### src/core/cms_pkg.sv
// Shared constants and types for the fixed-end cipher mode switch controller
package cms_pkg;

  // ==========================================================================
  // Widths
  localparam int KEY_IDX_W   = 4;
  localparam int FRAME_NUM_W = 4;
  localparam int MF_NUM_W    = 24;
  localparam int IV_W        = 35;
  localparam int RETRY_CNT_W = 4;
  localparam int IV_PAD_W    = IV_W - FRAME_NUM_W - MF_NUM_W;

  // ==========================================================================
  // Frame numbering
  localparam logic [FRAME_NUM_W-1:0] FRAME_LAST     = 4'hF;
  localparam logic [FRAME_NUM_W-1:0] FRAME_RESET    = 4'h0;
  localparam logic [MF_NUM_W-1:0]    MF_RESET       = 24'h000000;
  localparam int                     FRAME_PARITY_BIT = 0;

  // ==========================================================================
  // Frame offsets counted from the request frame 2S
  localparam logic [RETRY_CNT_W-1:0] CONF_FIRST_OFS   = 4'h1;
  localparam logic [RETRY_CNT_W-1:0] CONF_LAST_OFS    = 4'hB;
  localparam logic [RETRY_CNT_W-1:0] DISCARD_FROM_OFS = 4'h2;
  localparam logic [RETRY_CNT_W-1:0] RELEASE_OFS      = 4'hD;
  localparam logic [RETRY_CNT_W-1:0] CNT_RESET        = 4'h0;
  localparam logic [KEY_IDX_W-1:0]   KEY_IDX_RESET    = 4'h0;

  // ==========================================================================
  // Mode-control tail commands
  typedef enum logic [2:0] {
    CMD_NONE,
    CMD_ON_REQ,
    CMD_ON_CONF,
    CMD_ON_REJECT,
    CMD_ON_GRANT,
    CMD_OFF_REQ,
    CMD_OFF_CONF,
    CMD_OFF_GRANT
  } cms_cmd_type;

  typedef struct packed {
    logic                 valid;
    cms_cmd_type          cmd;
    logic                 has_key;
    logic [KEY_IDX_W-1:0] key_idx;
  } cms_msg_type;

  typedef struct packed {
    logic [MF_NUM_W-1:0]    mf_num;
    logic [FRAME_NUM_W-1:0] frame_num;
  } cms_frame_type;

  localparam cms_msg_type MSG_IDLE = '{valid: 1'b0, cmd: CMD_NONE, has_key: 1'b0, key_idx: KEY_IDX_RESET};

endpackage

### src/core/cms_frame_counter.sv
// Shared frame and multiframe counter with parity and keystream init value
`timescale 1ns/1ps
`default_nettype none
module cms_frame_counter
  import cms_pkg::*;
(
  // Clock and reset
  input  wire logic          clk,
  input  wire logic          rst,
  // Frame timing
  input  wire logic          frame_start,
  input  wire logic          sync_load,
  input  wire cms_frame_type sync_frame,
  // Derived timing
  output logic               frame_go,
  output logic               frame_odd,
  output logic [IV_W-1:0]    iv
);

  cms_frame_type frame_reg, frame_next;
  logic          go_reg, go_next;

  // ==========================================================================
  // Next values
  always_comb begin
    frame_next = frame_reg;
    go_next    = frame_start;
    if (sync_load) begin
      frame_next = sync_frame;
    end else if (frame_start) begin
      if (frame_reg.frame_num == FRAME_LAST) begin
        frame_next.frame_num = FRAME_RESET;
        frame_next.mf_num    = frame_reg.mf_num + 24'h000001;
      end else begin
        frame_next.frame_num = frame_reg.frame_num + 4'h1;
      end
    end
  end

  always_ff @(posedge clk) begin
    if (rst) begin
      frame_reg <= '{mf_num: MF_RESET, frame_num: FRAME_RESET};
      go_reg    <= 1'b0;
    end else begin
      frame_reg <= frame_next;
      go_reg    <= go_next;
    end
  end

  // Alignment relies only on the shared numbering, no extra exchange
  assign frame_go  = go_reg;
  assign frame_odd = frame_reg.frame_num[FRAME_PARITY_BIT];
  // New init value each frame from frame and multiframe number
  assign iv        = {{IV_PAD_W{1'b0}}, frame_reg.mf_num, frame_reg.frame_num};

endmodule // cms_frame_counter
`default_nettype wire

### src/core/cms_frame_timer.sv
// Saturating frame offset counter used for the confirm retry deadline
`timescale 1ns/1ps
`default_nettype none
module cms_frame_timer
  import cms_pkg::*;
#(
  parameter int W = RETRY_CNT_W
) (
  // Clock and reset
  input  wire logic         clk,
  input  wire logic         rst,
  // Control
  input  wire logic         load,
  input  wire logic         tick,
  // Offset from the request frame
  output logic [W-1:0]      count
);

  logic [W-1:0] count_reg, count_next;

  // ==========================================================================
  // Saturate so a stuck procedure cannot wrap back into the retry window
  always_comb begin
    count_next = count_reg;
    if (load) begin
      count_next = '0;
    end else if (tick && count_reg != {W{1'b1}}) begin
      count_next = count_reg + W'(1);
    end
  end

  always_ff @(posedge clk) begin
    if (rst) begin
      count_reg <= '0;
    end else begin
      count_reg <= count_next;
    end
  end

  assign count = count_reg;

endmodule // cms_frame_timer
`default_nettype wire

### src/core/cms_ft_mode_ctrl.sv
// Fixed-end controller for switching a connection between clear and cipher mode
// Overview of operation
// - Mode-control tail messages travel on a duplex bearer of the connection.
// - Fixed end sends mode messages only in odd frames, first half.
// - Mode-control tail messages are never enciphered.
// - A switch covers all bearers; later bearers adopt the current mode.
// - Fixed end enciphers at once, confirms odd frames 2S+1 to 2S+11, else releases.
// - Fixed end receives 2S+1 clear, discards until acknowledge, then decrypts and indicates.
// - Fixed end may refuse, in odd frames, only a stored-key request.
// - Stored-key switches carry the key index in every cipher-on message.
// - Fixed end goes clear at once, confirms odd frames to 2S+11, else releases.
// - Fixed end receives 2S+1 enciphered, discards until acknowledge, stops decrypting.
// - Keystream generator restarts each enciphered frame from frame and multiframe number.
// - Keystream alignment relies only on shared synchronised frame numbering.
`timescale 1ns/1ps
`default_nettype none
module cms_ft_mode_ctrl
  import cms_pkg::*;
(
  // Clock and reset
  input  wire logic          clk,
  input  wire logic          rst,
  // Frame timing
  input  wire logic          frame_start,
  input  wire logic          sync_load,
  input  wire cms_frame_type sync_frame,
  // Received mode-control tail message and local policy
  input  wire cms_msg_type   rx_msg,
  input  wire logic          refuse_stored_key,
  // Transmitted mode-control tail message
  output cms_msg_type        tx_msg,
  // Cipher path control
  output logic               tx_cipher,
  output logic               tx_tail_cipher,
  output logic               rx_cipher,
  output logic               rx_discard,
  output logic [IV_W-1:0]    iv,
  output logic [KEY_IDX_W-1:0] active_key_idx,
  output logic               conn_cipher_mode,
  // Primitives towards upper layer
  output logic               cipher_switch_indication_prim,
  output logic               ind_cipher_on,
  output logic               link_release_indication
);

  typedef enum logic [2:0] {
    ST_CLEAR,
    ST_ENC,
    ST_ON_CONF,
    ST_ON_REJ,
    ST_OFF_CONF
  } cms_state_type;

  // ==========================================================================
  // Frame counter and retry deadline
  logic                   frame_go;
  logic                   frame_odd;
  logic [RETRY_CNT_W-1:0] ofs;
  logic                   timer_load;

  cms_frame_counter u_frame_counter (
    .clk        (clk),
    .rst        (rst),
    .frame_start(frame_start),
    .sync_load  (sync_load),
    .sync_frame (sync_frame),
    .frame_go   (frame_go),
    .frame_odd  (frame_odd),
    .iv         (iv)
  );

  cms_frame_timer #(
    .W(RETRY_CNT_W)
  ) u_frame_timer (
    .clk  (clk),
    .rst  (rst),
    .load (timer_load),
    .tick (frame_start),
    .count(ofs)
  );

  // ==========================================================================
  // State
  cms_state_type          state_reg, state_next;
  cms_msg_type            tx_reg, tx_next;
  logic                   tx_cipher_reg, tx_cipher_next;
  logic                   rx_cipher_reg, rx_cipher_next;
  logic                   req_key_reg, req_key_next;
  logic [KEY_IDX_W-1:0]   key_idx_reg, key_idx_next;
  logic                   ind_reg, ind_next;
  logic                   ind_on_reg, ind_on_next;
  logic                   rel_reg, rel_next;

  // Messages from the portable end count only in even frames
  logic rx_ok;
  logic on_req_now;
  logic off_req_now;
  logic on_grant_now;
  logic off_grant_now;
  logic pending;
  logic deadline;

  always_comb begin
    rx_ok         = rx_msg.valid && !frame_odd;
    // Only the portable end opens a switch; this end merely answers
    on_req_now    = rx_ok && rx_msg.cmd == CMD_ON_REQ && state_reg == ST_CLEAR;
    off_req_now   = rx_ok && rx_msg.cmd == CMD_OFF_REQ && state_reg == ST_ENC;
    on_grant_now  = rx_ok && rx_msg.cmd == CMD_ON_GRANT && state_reg == ST_ON_CONF;
    off_grant_now = rx_ok && rx_msg.cmd == CMD_OFF_GRANT && state_reg == ST_OFF_CONF;
    pending       = state_reg == ST_ON_CONF || state_reg == ST_OFF_CONF;
    deadline      = ofs >= RELEASE_OFS;
  end

  // ==========================================================================
  // Next values
  always_comb begin
    state_next     = state_reg;
    tx_next        = tx_reg;
    tx_cipher_next = tx_cipher_reg;
    rx_cipher_next = rx_cipher_reg;
    req_key_next   = req_key_reg;
    key_idx_next   = key_idx_reg;
    ind_next       = 1'b0;
    ind_on_next    = ind_on_reg;
    rel_next       = 1'b0;
    timer_load     = 1'b0;

    // Each frame opens with a fresh tail slot; odd frames only
    if (frame_go) begin
      tx_next = MSG_IDLE;
      if (frame_odd && ofs >= CONF_FIRST_OFS && ofs <= CONF_LAST_OFS) begin
        tx_next.has_key = req_key_reg;
        tx_next.key_idx = key_idx_reg;
        if (state_reg == ST_ON_CONF) begin
          tx_next.valid = 1'b1;
          tx_next.cmd   = CMD_ON_CONF;
        end else if (state_reg == ST_ON_REJ) begin
          tx_next.valid = 1'b1;
          tx_next.cmd   = CMD_ON_REJECT;
        end else if (state_reg == ST_OFF_CONF) begin
          tx_next.valid   = 1'b1;
          tx_next.cmd     = CMD_OFF_CONF;
          tx_next.has_key = 1'b0;
        end
      end
    end

    case (state_reg)
      ST_CLEAR: begin
        if (on_req_now) begin
          timer_load   = 1'b1;
          req_key_next = rx_msg.has_key;
          key_idx_next = rx_msg.key_idx;
          // Refusal only for a stored-key request
          if (rx_msg.has_key && refuse_stored_key) begin
            state_next = ST_ON_REJ;
          end else begin
            state_next     = ST_ON_CONF;
            tx_cipher_next = 1'b1;
          end
        end
      end
      ST_ENC: begin
        if (off_req_now) begin
          timer_load     = 1'b1;
          state_next     = ST_OFF_CONF;
          tx_cipher_next = 1'b0;
        end
      end
      ST_ON_REJ: begin
        if (frame_go && ofs > CONF_LAST_OFS) begin
          state_next = ST_CLEAR;
        end
      end
      ST_ON_CONF: begin
        if (on_grant_now) begin
          state_next     = ST_ENC;
          rx_cipher_next = 1'b1;
          ind_next       = 1'b1;
          ind_on_next    = 1'b1;
        end else if (frame_go && deadline) begin
          state_next     = ST_CLEAR;
          tx_cipher_next = 1'b0;
          rx_cipher_next = 1'b0;
          rel_next       = 1'b1;
        end
      end
      ST_OFF_CONF: begin
        if (off_grant_now) begin
          state_next     = ST_CLEAR;
          rx_cipher_next = 1'b0;
          ind_next       = 1'b1;
          ind_on_next    = 1'b0;
        end else if (frame_go && deadline) begin
          // Link goes down; the next connection starts clear
          state_next     = ST_CLEAR;
          rx_cipher_next = 1'b0;
          rel_next       = 1'b1;
        end
      end
      default: begin
        state_next = ST_CLEAR;
      end
    endcase
  end

  always_ff @(posedge clk) begin
    if (rst) begin
      state_reg     <= ST_CLEAR;
      tx_reg        <= MSG_IDLE;
      tx_cipher_reg <= 1'b0;
      rx_cipher_reg <= 1'b0;
      req_key_reg   <= 1'b0;
      key_idx_reg   <= KEY_IDX_RESET;
      ind_reg       <= 1'b0;
      ind_on_reg    <= 1'b0;
      rel_reg       <= 1'b0;
    end else begin
      state_reg     <= state_next;
      tx_reg        <= tx_next;
      tx_cipher_reg <= tx_cipher_next;
      rx_cipher_reg <= rx_cipher_next;
      req_key_reg   <= req_key_next;
      key_idx_reg   <= key_idx_next;
      ind_reg       <= ind_next;
      ind_on_reg    <= ind_on_next;
      rel_reg       <= rel_next;
    end
  end

  // ==========================================================================
  // Outputs
  // Tail slot goes out on the duplex bearer carrying this control path
  assign tx_msg           = tx_reg;
  assign tx_cipher        = tx_cipher_reg;
  // A tail holding a mode message bypasses the cipher
  assign tx_tail_cipher   = tx_cipher_reg && !tx_reg.valid;
  // Frame with the acknowledge is already on the new receive mode
  assign rx_cipher        = on_grant_now ? 1'b1 : (off_grant_now ? 1'b0 : rx_cipher_reg);
  assign rx_discard       = pending && ofs >= DISCARD_FROM_OFS && !on_grant_now && !off_grant_now;
  assign active_key_idx   = key_idx_reg;
  // Every bearer, and any set up later, follows this one mode
  assign conn_cipher_mode = tx_cipher_reg;
  assign cipher_switch_indication_prim = ind_reg;
  assign ind_cipher_on    = ind_on_reg;
  assign link_release_indication = rel_reg;
endmodule // cms_ft_mode_ctrl
`default_nettype wire

### config.mk
export PLATFORM = sky130hd
export DESIGN_NAME = cms_ft_mode_ctrl
export DESIGN_NICKNAME = d
export VERILOG_FILES = /design/src/core/cms_pkg.sv /design/src/core/cms_frame_counter.sv /design/src/core/cms_frame_timer.sv /design/src/core/cms_ft_mode_ctrl.sv
export SDC_FILE = /design/constraint.sdc
export NUM_CORES = 1
export LEC_CHECK = 0
export BUFFER_PORTS_ARGS = -buffer_cell sky130_fd_sc_hd__buf_2
export CAP_MARGIN = 20
export CORE_UTILIZATION = 46
export CTS_CLUSTER_DIAMETER = 40
export DETAILED_ROUTE_END_ITERATION = 7
export GPL_TIMING_DRIVEN = 0
export PLACE_DENSITY = 0.85
export SLEW_MARGIN = 20
export SYNTH_ARGS = -nofsm -noshare
export SYNTH_HDL_FRONTEND = slang
export SYNTH_SLANG_ARGS = --single-unit
### constraint.sdc
create_clock -name clk -period 2.2 [get_ports clk]
set_clock_uncertainty 0.15 [all_clocks]
set_input_delay 0.33 -clock clk [delete_from_list [all_inputs] [get_ports clk]]
set_output_delay 0.33 -clock clk [all_outputs]
set_load 0.005 [all_outputs]
Word-level counts from Yosys, hierarchy flattened
Index checks and enable logic that the tools add are counted.
- add/subtract/negate cells: 3
- order comparisons: 5
- equality and inequality tests: 18
- muxes and demuxes: 43
- reduce and logical (&&, ||, !) cells: 35
- operators with widths (cell ; count):
    two-way mux 28 bit ; 2
    adder 24 x 1 -> 24 bit, second input constant ; 1
    two-way mux 24 bit ; 1
    two-way mux 1 bit ; 22
    logical AND 1 bit ; 19
    two-way mux 3 bit ; 6
    case mux 3 bit (5 select lines) ; 1
    == test 3 bit, second input constant ; 4
    two-way mux 4 bit ; 3
    != test 2 bit, second input constant ; 6
    case mux 1 bit (2 select lines) ; 5
    two-way mux 9 bit ; 1
    adder 4 x 1 -> 4 bit, second input constant ; 2
    == test 3 x 1 -> 1 bit, second input constant ; 2
    == test 3 x 2 -> 1 bit, second input constant ; 2
    AND reduction 3 bit ; 2
    AND reduction 6 bit ; 1
    nonzero test 2 bit ; 3
    two-way mux 5 bit ; 1
    == test 4 bit, second input constant ; 1
    greater-or-equal comparator 4 x 1 -> 1 bit, second input constant ; 1
    greater-or-equal comparator 4 x 2 -> 1 bit, second input constant ; 1
    greater-or-equal comparator 4 bit, second input constant ; 1
    greater-than comparator 4 bit, second input constant ; 1
    10 further kinds ; 15
- flip-flop bits (word level): 55
- input bits: 42
- output and inout port bits: 56

Depth between registers and ports, before layout
- depth after elaboration: 7
- depth in mapped cells: 6
- depth with buffers taken out: 6

Modules after synthesis
Synthesis repeated with hierarchy kept, for this count alone.
- cells, all modules: 350
- area total of the unflattened synthesis: 2944.1 µm²
- modules (own cells, without submodules) (module ; instances ; cells each ; area an instance (µm²) ; sequential area each (µm²)):
    cms_frame_counter ; 1 ; 208 ; 1686.6 ; 580.6
    cms_ft_mode_ctrl ; 1 ; 120 ; 1068.5 ; 420.4
    cms_frame_timer ; 1 ; 22 ; 188.9 ; 80.1

Least setup slack after synthesis
No wires, ideal clock.
- path kind: reg-to-reg
- from: reg u_frame_counter.frame_reg, in the netlist u_frame_counter.frame_odd
- to: reg u_frame_counter.frame_reg, in the netlist u_frame_counter.iv[23]
- library setup time: 0.091 ns
- data arrival time: 1.913 ns
- data required time: 1.959 ns
- path slack: 0.046 ns
- stages on the path, launching flop included: 6
- buffers on the path: 0
- path through: dfxtp_1 > ha_1 > nand4_4 > nor4_4 > or4b_1 > a311oi_1
- word-level cells in the longest chain between the ends: 3
- RTL lines (what ; RTL line ; text):
    start: declaration ; cms_frame_counter.sv:20 ; cms_frame_type frame_reg, frame_next;
    start signal: assignment ; cms_frame_counter.sv:42 ; frame_reg <= '{mf_num: MF_RESET, frame_num: FRAME_RESET};
    start signal: assignment ; cms_frame_counter.sv:45 ; frame_reg <= frame_next;
    == test 4 bit ; cms_frame_counter.sv:31 ; if (frame_reg.frame_num == FRAME_LAST) begin
    nonzero test 2 bit (no line) ; n/a ;
    AND reduction 2 bit (no line) ; n/a ;
Every way passes these cells.
A chain may end at the register's enable or synchronous reset.

Final worst setup path
- from: reg state_reg[1]
- to: out rx_discard
- word-level cells in the longest chain between the ends: 5
- elaborated cells between the ends (all ways): 10
- those cells by class: eq/ne: 2; reduce/logical: 8
- RTL lines (what ; RTL line ; text):
    start: declaration ; cms_ft_mode_ctrl.sv:84 ; cms_state_type state_reg, state_next;
    start signal: assignment ; cms_ft_mode_ctrl.sv:219 ; state_reg <= state_next;
    == test 3 x 2 -> 1 bit / == test 3 bit (equally long branches) ; cms_ft_mode_ctrl.sv:108, cms_ft_mode_ctrl.sv:110, cms_ft_mode_ctrl.sv:109 ;
    logical OR 1 bit / logical AND 1 bit (equally long branches) ; cms_ft_mode_ctrl.sv:110, cms_ft_mode_ctrl.sv:108 ;
    logical AND 1 bit / logical NOT 1 bit (equally long branches) ; cms_ft_mode_ctrl.sv:240 ; assign rx_discard = pending && ofs >= DISCARD_FROM_OFS && !on_grant_now && !off_grant_now;
    logical AND 1 bit ; cms_ft_mode_ctrl.sv:240 ;
    logical AND 1 bit (*) ; cms_ft_mode_ctrl.sv:240 ;
    end: declaration ; cms_ft_mode_ctrl.sv:36 ; output logic rx_discard,
Every way passes the cells marked *; elsewhere a longest branch is shown, timed or not.

==> impl_metrics.csv <==
group,metric,value,unit
floorplan,core,6420,um^2
floorplan,rows,29,
grt,antenna_found_initial,0,
hold_path,hold_path_class,"input port to register",
power_and_ir_drop,power_frac_seq,0.521,
placement,place_hpwl,6280,um
sta,fin_crit_sh,0.966,
sta,fin_crit,2130,ps
worst_setup_path,worst_path_max_delay_cell,"or4b_4",
sta,fin_setup_tns,0,ps
synth,ys_top_cells_by_area,"dfxtp_1 35%, nand2_1 4.4%, nor2_1 4.2%",
synth,ys_ff_latch,54,
worst_setup_path,cp_num_buf_inv,1,
clock_network,clock_sinks,54,
synth,yosys_warnings,0,
power_and_ir_drop,swShare,0.267,
synth,synthCells,379,
sta,fmax,470,MHz
clock_network,cts_tree,"yes",
floorplan,die_x,84.1,um
finish,stdcell_count,562,
placement,place_inst,550,
synth,synth-edff-count,0,
power_and_ir_drop,p_per_area,536,nW/um^2
placement,numPortBuffers,88,
job,cap_viol_max_count,0,
worst_setup_path,cpLargestDelayFamily,"simple AND/OR/NAND/NOR gates",
power_and_ir_drop,p_leak,1.67,nW
synth,netlist-cell-type-count,52,
synth,ys_seq_area_frac,0.349,
synth,synth_ff_type,"dfxtp_1",
floorplan,die_area,7070,um^2
sta,setup_violations,0,
grt,grt_pass1_vias,3079,
grt,grt_pass1_wl,13900,um
power_and_ir_drop,finalPower,2.08,mW
clock_network,cts_buffer_depth,2,
floorplan,initial_core_util,0.482,
grt,grt_max_degree,16,
synth,synth_top_area_frac,0.349,
worst_setup_path,cpPeakStageDelay,580,ps
drt,drt-vias-per-instance,5.86,
worst_setup_path,critical-path-top-cell-by-count,"nand2_1",
run_status,status,"finished, violations left",
grt,grt_overflow,0,
worst_setup_path,critPathArrivalTime,1650,ps
run_status,violations,"DRC",
sta,slew_headroom,0.565,
synth,synth_commonest_cells,"54 x dfxtp_1, 36 x nand2_1, 35 x nor2_1",
floorplan,die_y,84.1,um
synth,yosysTopAreaCell,"dfxtp_1",
drt,wl,8740,um
drt,num_vias,3295,
power_and_ir_drop,pwr-share-clk,0.334,
drt,wire_per_inst,15.6,um
synth,async_flop_share,0,
clock_network,cts-root-buf,"clkbuf_8",
clock_network,clk_pin_slew,100,ps
floorplan,pin_count,98,
drt,drt-pass1-iter-count,7,
drt,antenna_left,0,
sta,drv_slew,0,
sta,hold_violations,0,
synth,synth_area,3100,um^2
worst_setup_path,required,1720,ps
synth,synth_most_common_cell,"dfxtp_1",
worst_setup_path,path_max_fanout,6,
finish,largest_reg_flops,27,
worst_setup_path,worst_setup_path_end_kind,"primary output",
clock_network,cts_htree_levels,2,
finish,drive_gt1_frac,0.278,
grt,grtUsageTotal,0.243,
power_and_ir_drop,ir_drop,0.359,mV
finish,syn_to_final_growth,25.4,%
worst_setup_path,path_cells,"nand2_1, or4b_4, nand2_1, nor3_1, buf_2",
drt,drcViolationCount,18,
sta,hold_ws,104,ps
power_and_ir_drop,cell_internal_pwr,1.53,mW
drt,first_iter_violations,227,
finish,diodes,0,
power_and_ir_drop,combPwrFrac,0.145,
clock_network,insertion_delay,320,ps
placement,gp_congestion,0.922,
power_and_ir_drop,switching_power,0.555,mW
worst_setup_path,start_kind,"register",
clock_network,cts_made_buffers,5,
sta,tightestPinTransition,647,ps
synth,postSynthAreaPerCell,8.17,um^2
worst_setup_path,path_class,"register to primary output",
finish,nNetsFinal,533,
==> logic make-up (layout without fill, tap and decap cells) <==
group,after synthesis,in the layout,share of synthesized area
other,1,7,0.00121
AOI/OAI and AO/OA,87,87,0.193
adders and majority gates,6,6,0.0242
and+or+nand+nor,170,170,0.321
xor gates and xnor gates,12,12,0.0339
buffers and inverters,46,146,0.0679
DFF,54,54,0.349
muxes,3,3,0.00969
==> metal layers <==
metal / up-vias / track usage / share of wire
li1: 1592 / - / -
met1: 1500 / 0.297 / 0.41
met2: 171 / 0.414 / 0.48
met3: 32 / 0.0465 / 0.079
met4: 0 / 0.105 / 0.032
met5: - / 0 / 0
==> worst min-delay path: stages <==
cell and delay (ps):
buf_2 90, nand2_1 60, a21oi_1 50
==> path summary, 6_finish.rpt <==
check / from / endpoint / slack, ps / cells past startpoint
worst max-delay path: state_reg[1] / rx_discard / 70 / 5
worst min-delay path: sync_frame[10] / u_frame_counter.iv[10] / 100 / 3
worst max register to register: u_frame_counter.frame_odd / u_frame_counter.iv[23] / 80 / 5
worst min register to register: ind_cipher_on / ind_cipher_on / 320 / 2
==> what timing repair did <==
action / 4_1_cts / 5_1_grt
buffers inserted: 1 / 5
endpoints found under the hold margin: 0 / 0
pin swaps: 3 / 3
hold buffers: 0 / 0
resized for setup: 15 / 9
setup endpoints to repair: 15 / 6
==> through the flow <==
step                      setup slack (ps)  utilization  area [um^2]
after floorplan                       45.8            -         3120
after global placement                -202        0.569         3660
after detailed placement              -341        0.569         3660
after CTS                             31.9        0.594         3820
after global routing                -0.659        0.605         3880
final                                 74.0        0.605         3880
==> layout make-up <==
class | instances | area, um^2
Fill cell | 574 | 2540
Multi-Input combinational cell | 285 | 1890
Buffer | 29 | 153
Sequential cell | 54 | 1090
Inverter | 16 | 60.1
Timing Repair Buffer | 94 | 485
Clock inverter | 1 | 30.0
Tap cell | 77 | 96.3
Clock buffer | 6 | 82.6
==> power by group through the flow <==
stage / clock [mW] / combinational (mW) / sequential [mW]
floorplan: 0 / 0.169 / 1.09
detailed placement: 0 / 0.290 / 1.10
finish: 0.695 / 0.302 / 1.08
CTS: 0.701 / 0.294 / 1.08
global placement: 0 / 0.282 / 1.10
global route: 0.741 / 0.332 / 1.09
==> cell usage in the layout (no fill, tap or decap), types with 5 or more instances in the layout <==
cell type / count
dfxtp_1: 50
a2111oi_0: 7
a21oi_1: 26
nand3_1: 17
clkbuf_1: 13
o21ai_0: 9
a311oi_1: 13
nor2_1: 34
buf_4: 17
nand2_1: 36
nor2b_1: 12
a211oi_1: 9
clkbuf_8: 6
ha_1: 5
xnor2_1: 10
and4_1: 10
inv_1: 16
nand4_1: 8
buf_2: 89
nor3_1: 9
nor4_1: 5
nand2b_1: 7
conb_1: 7
No activity file was read; power rests on OpenSTA's default activity.
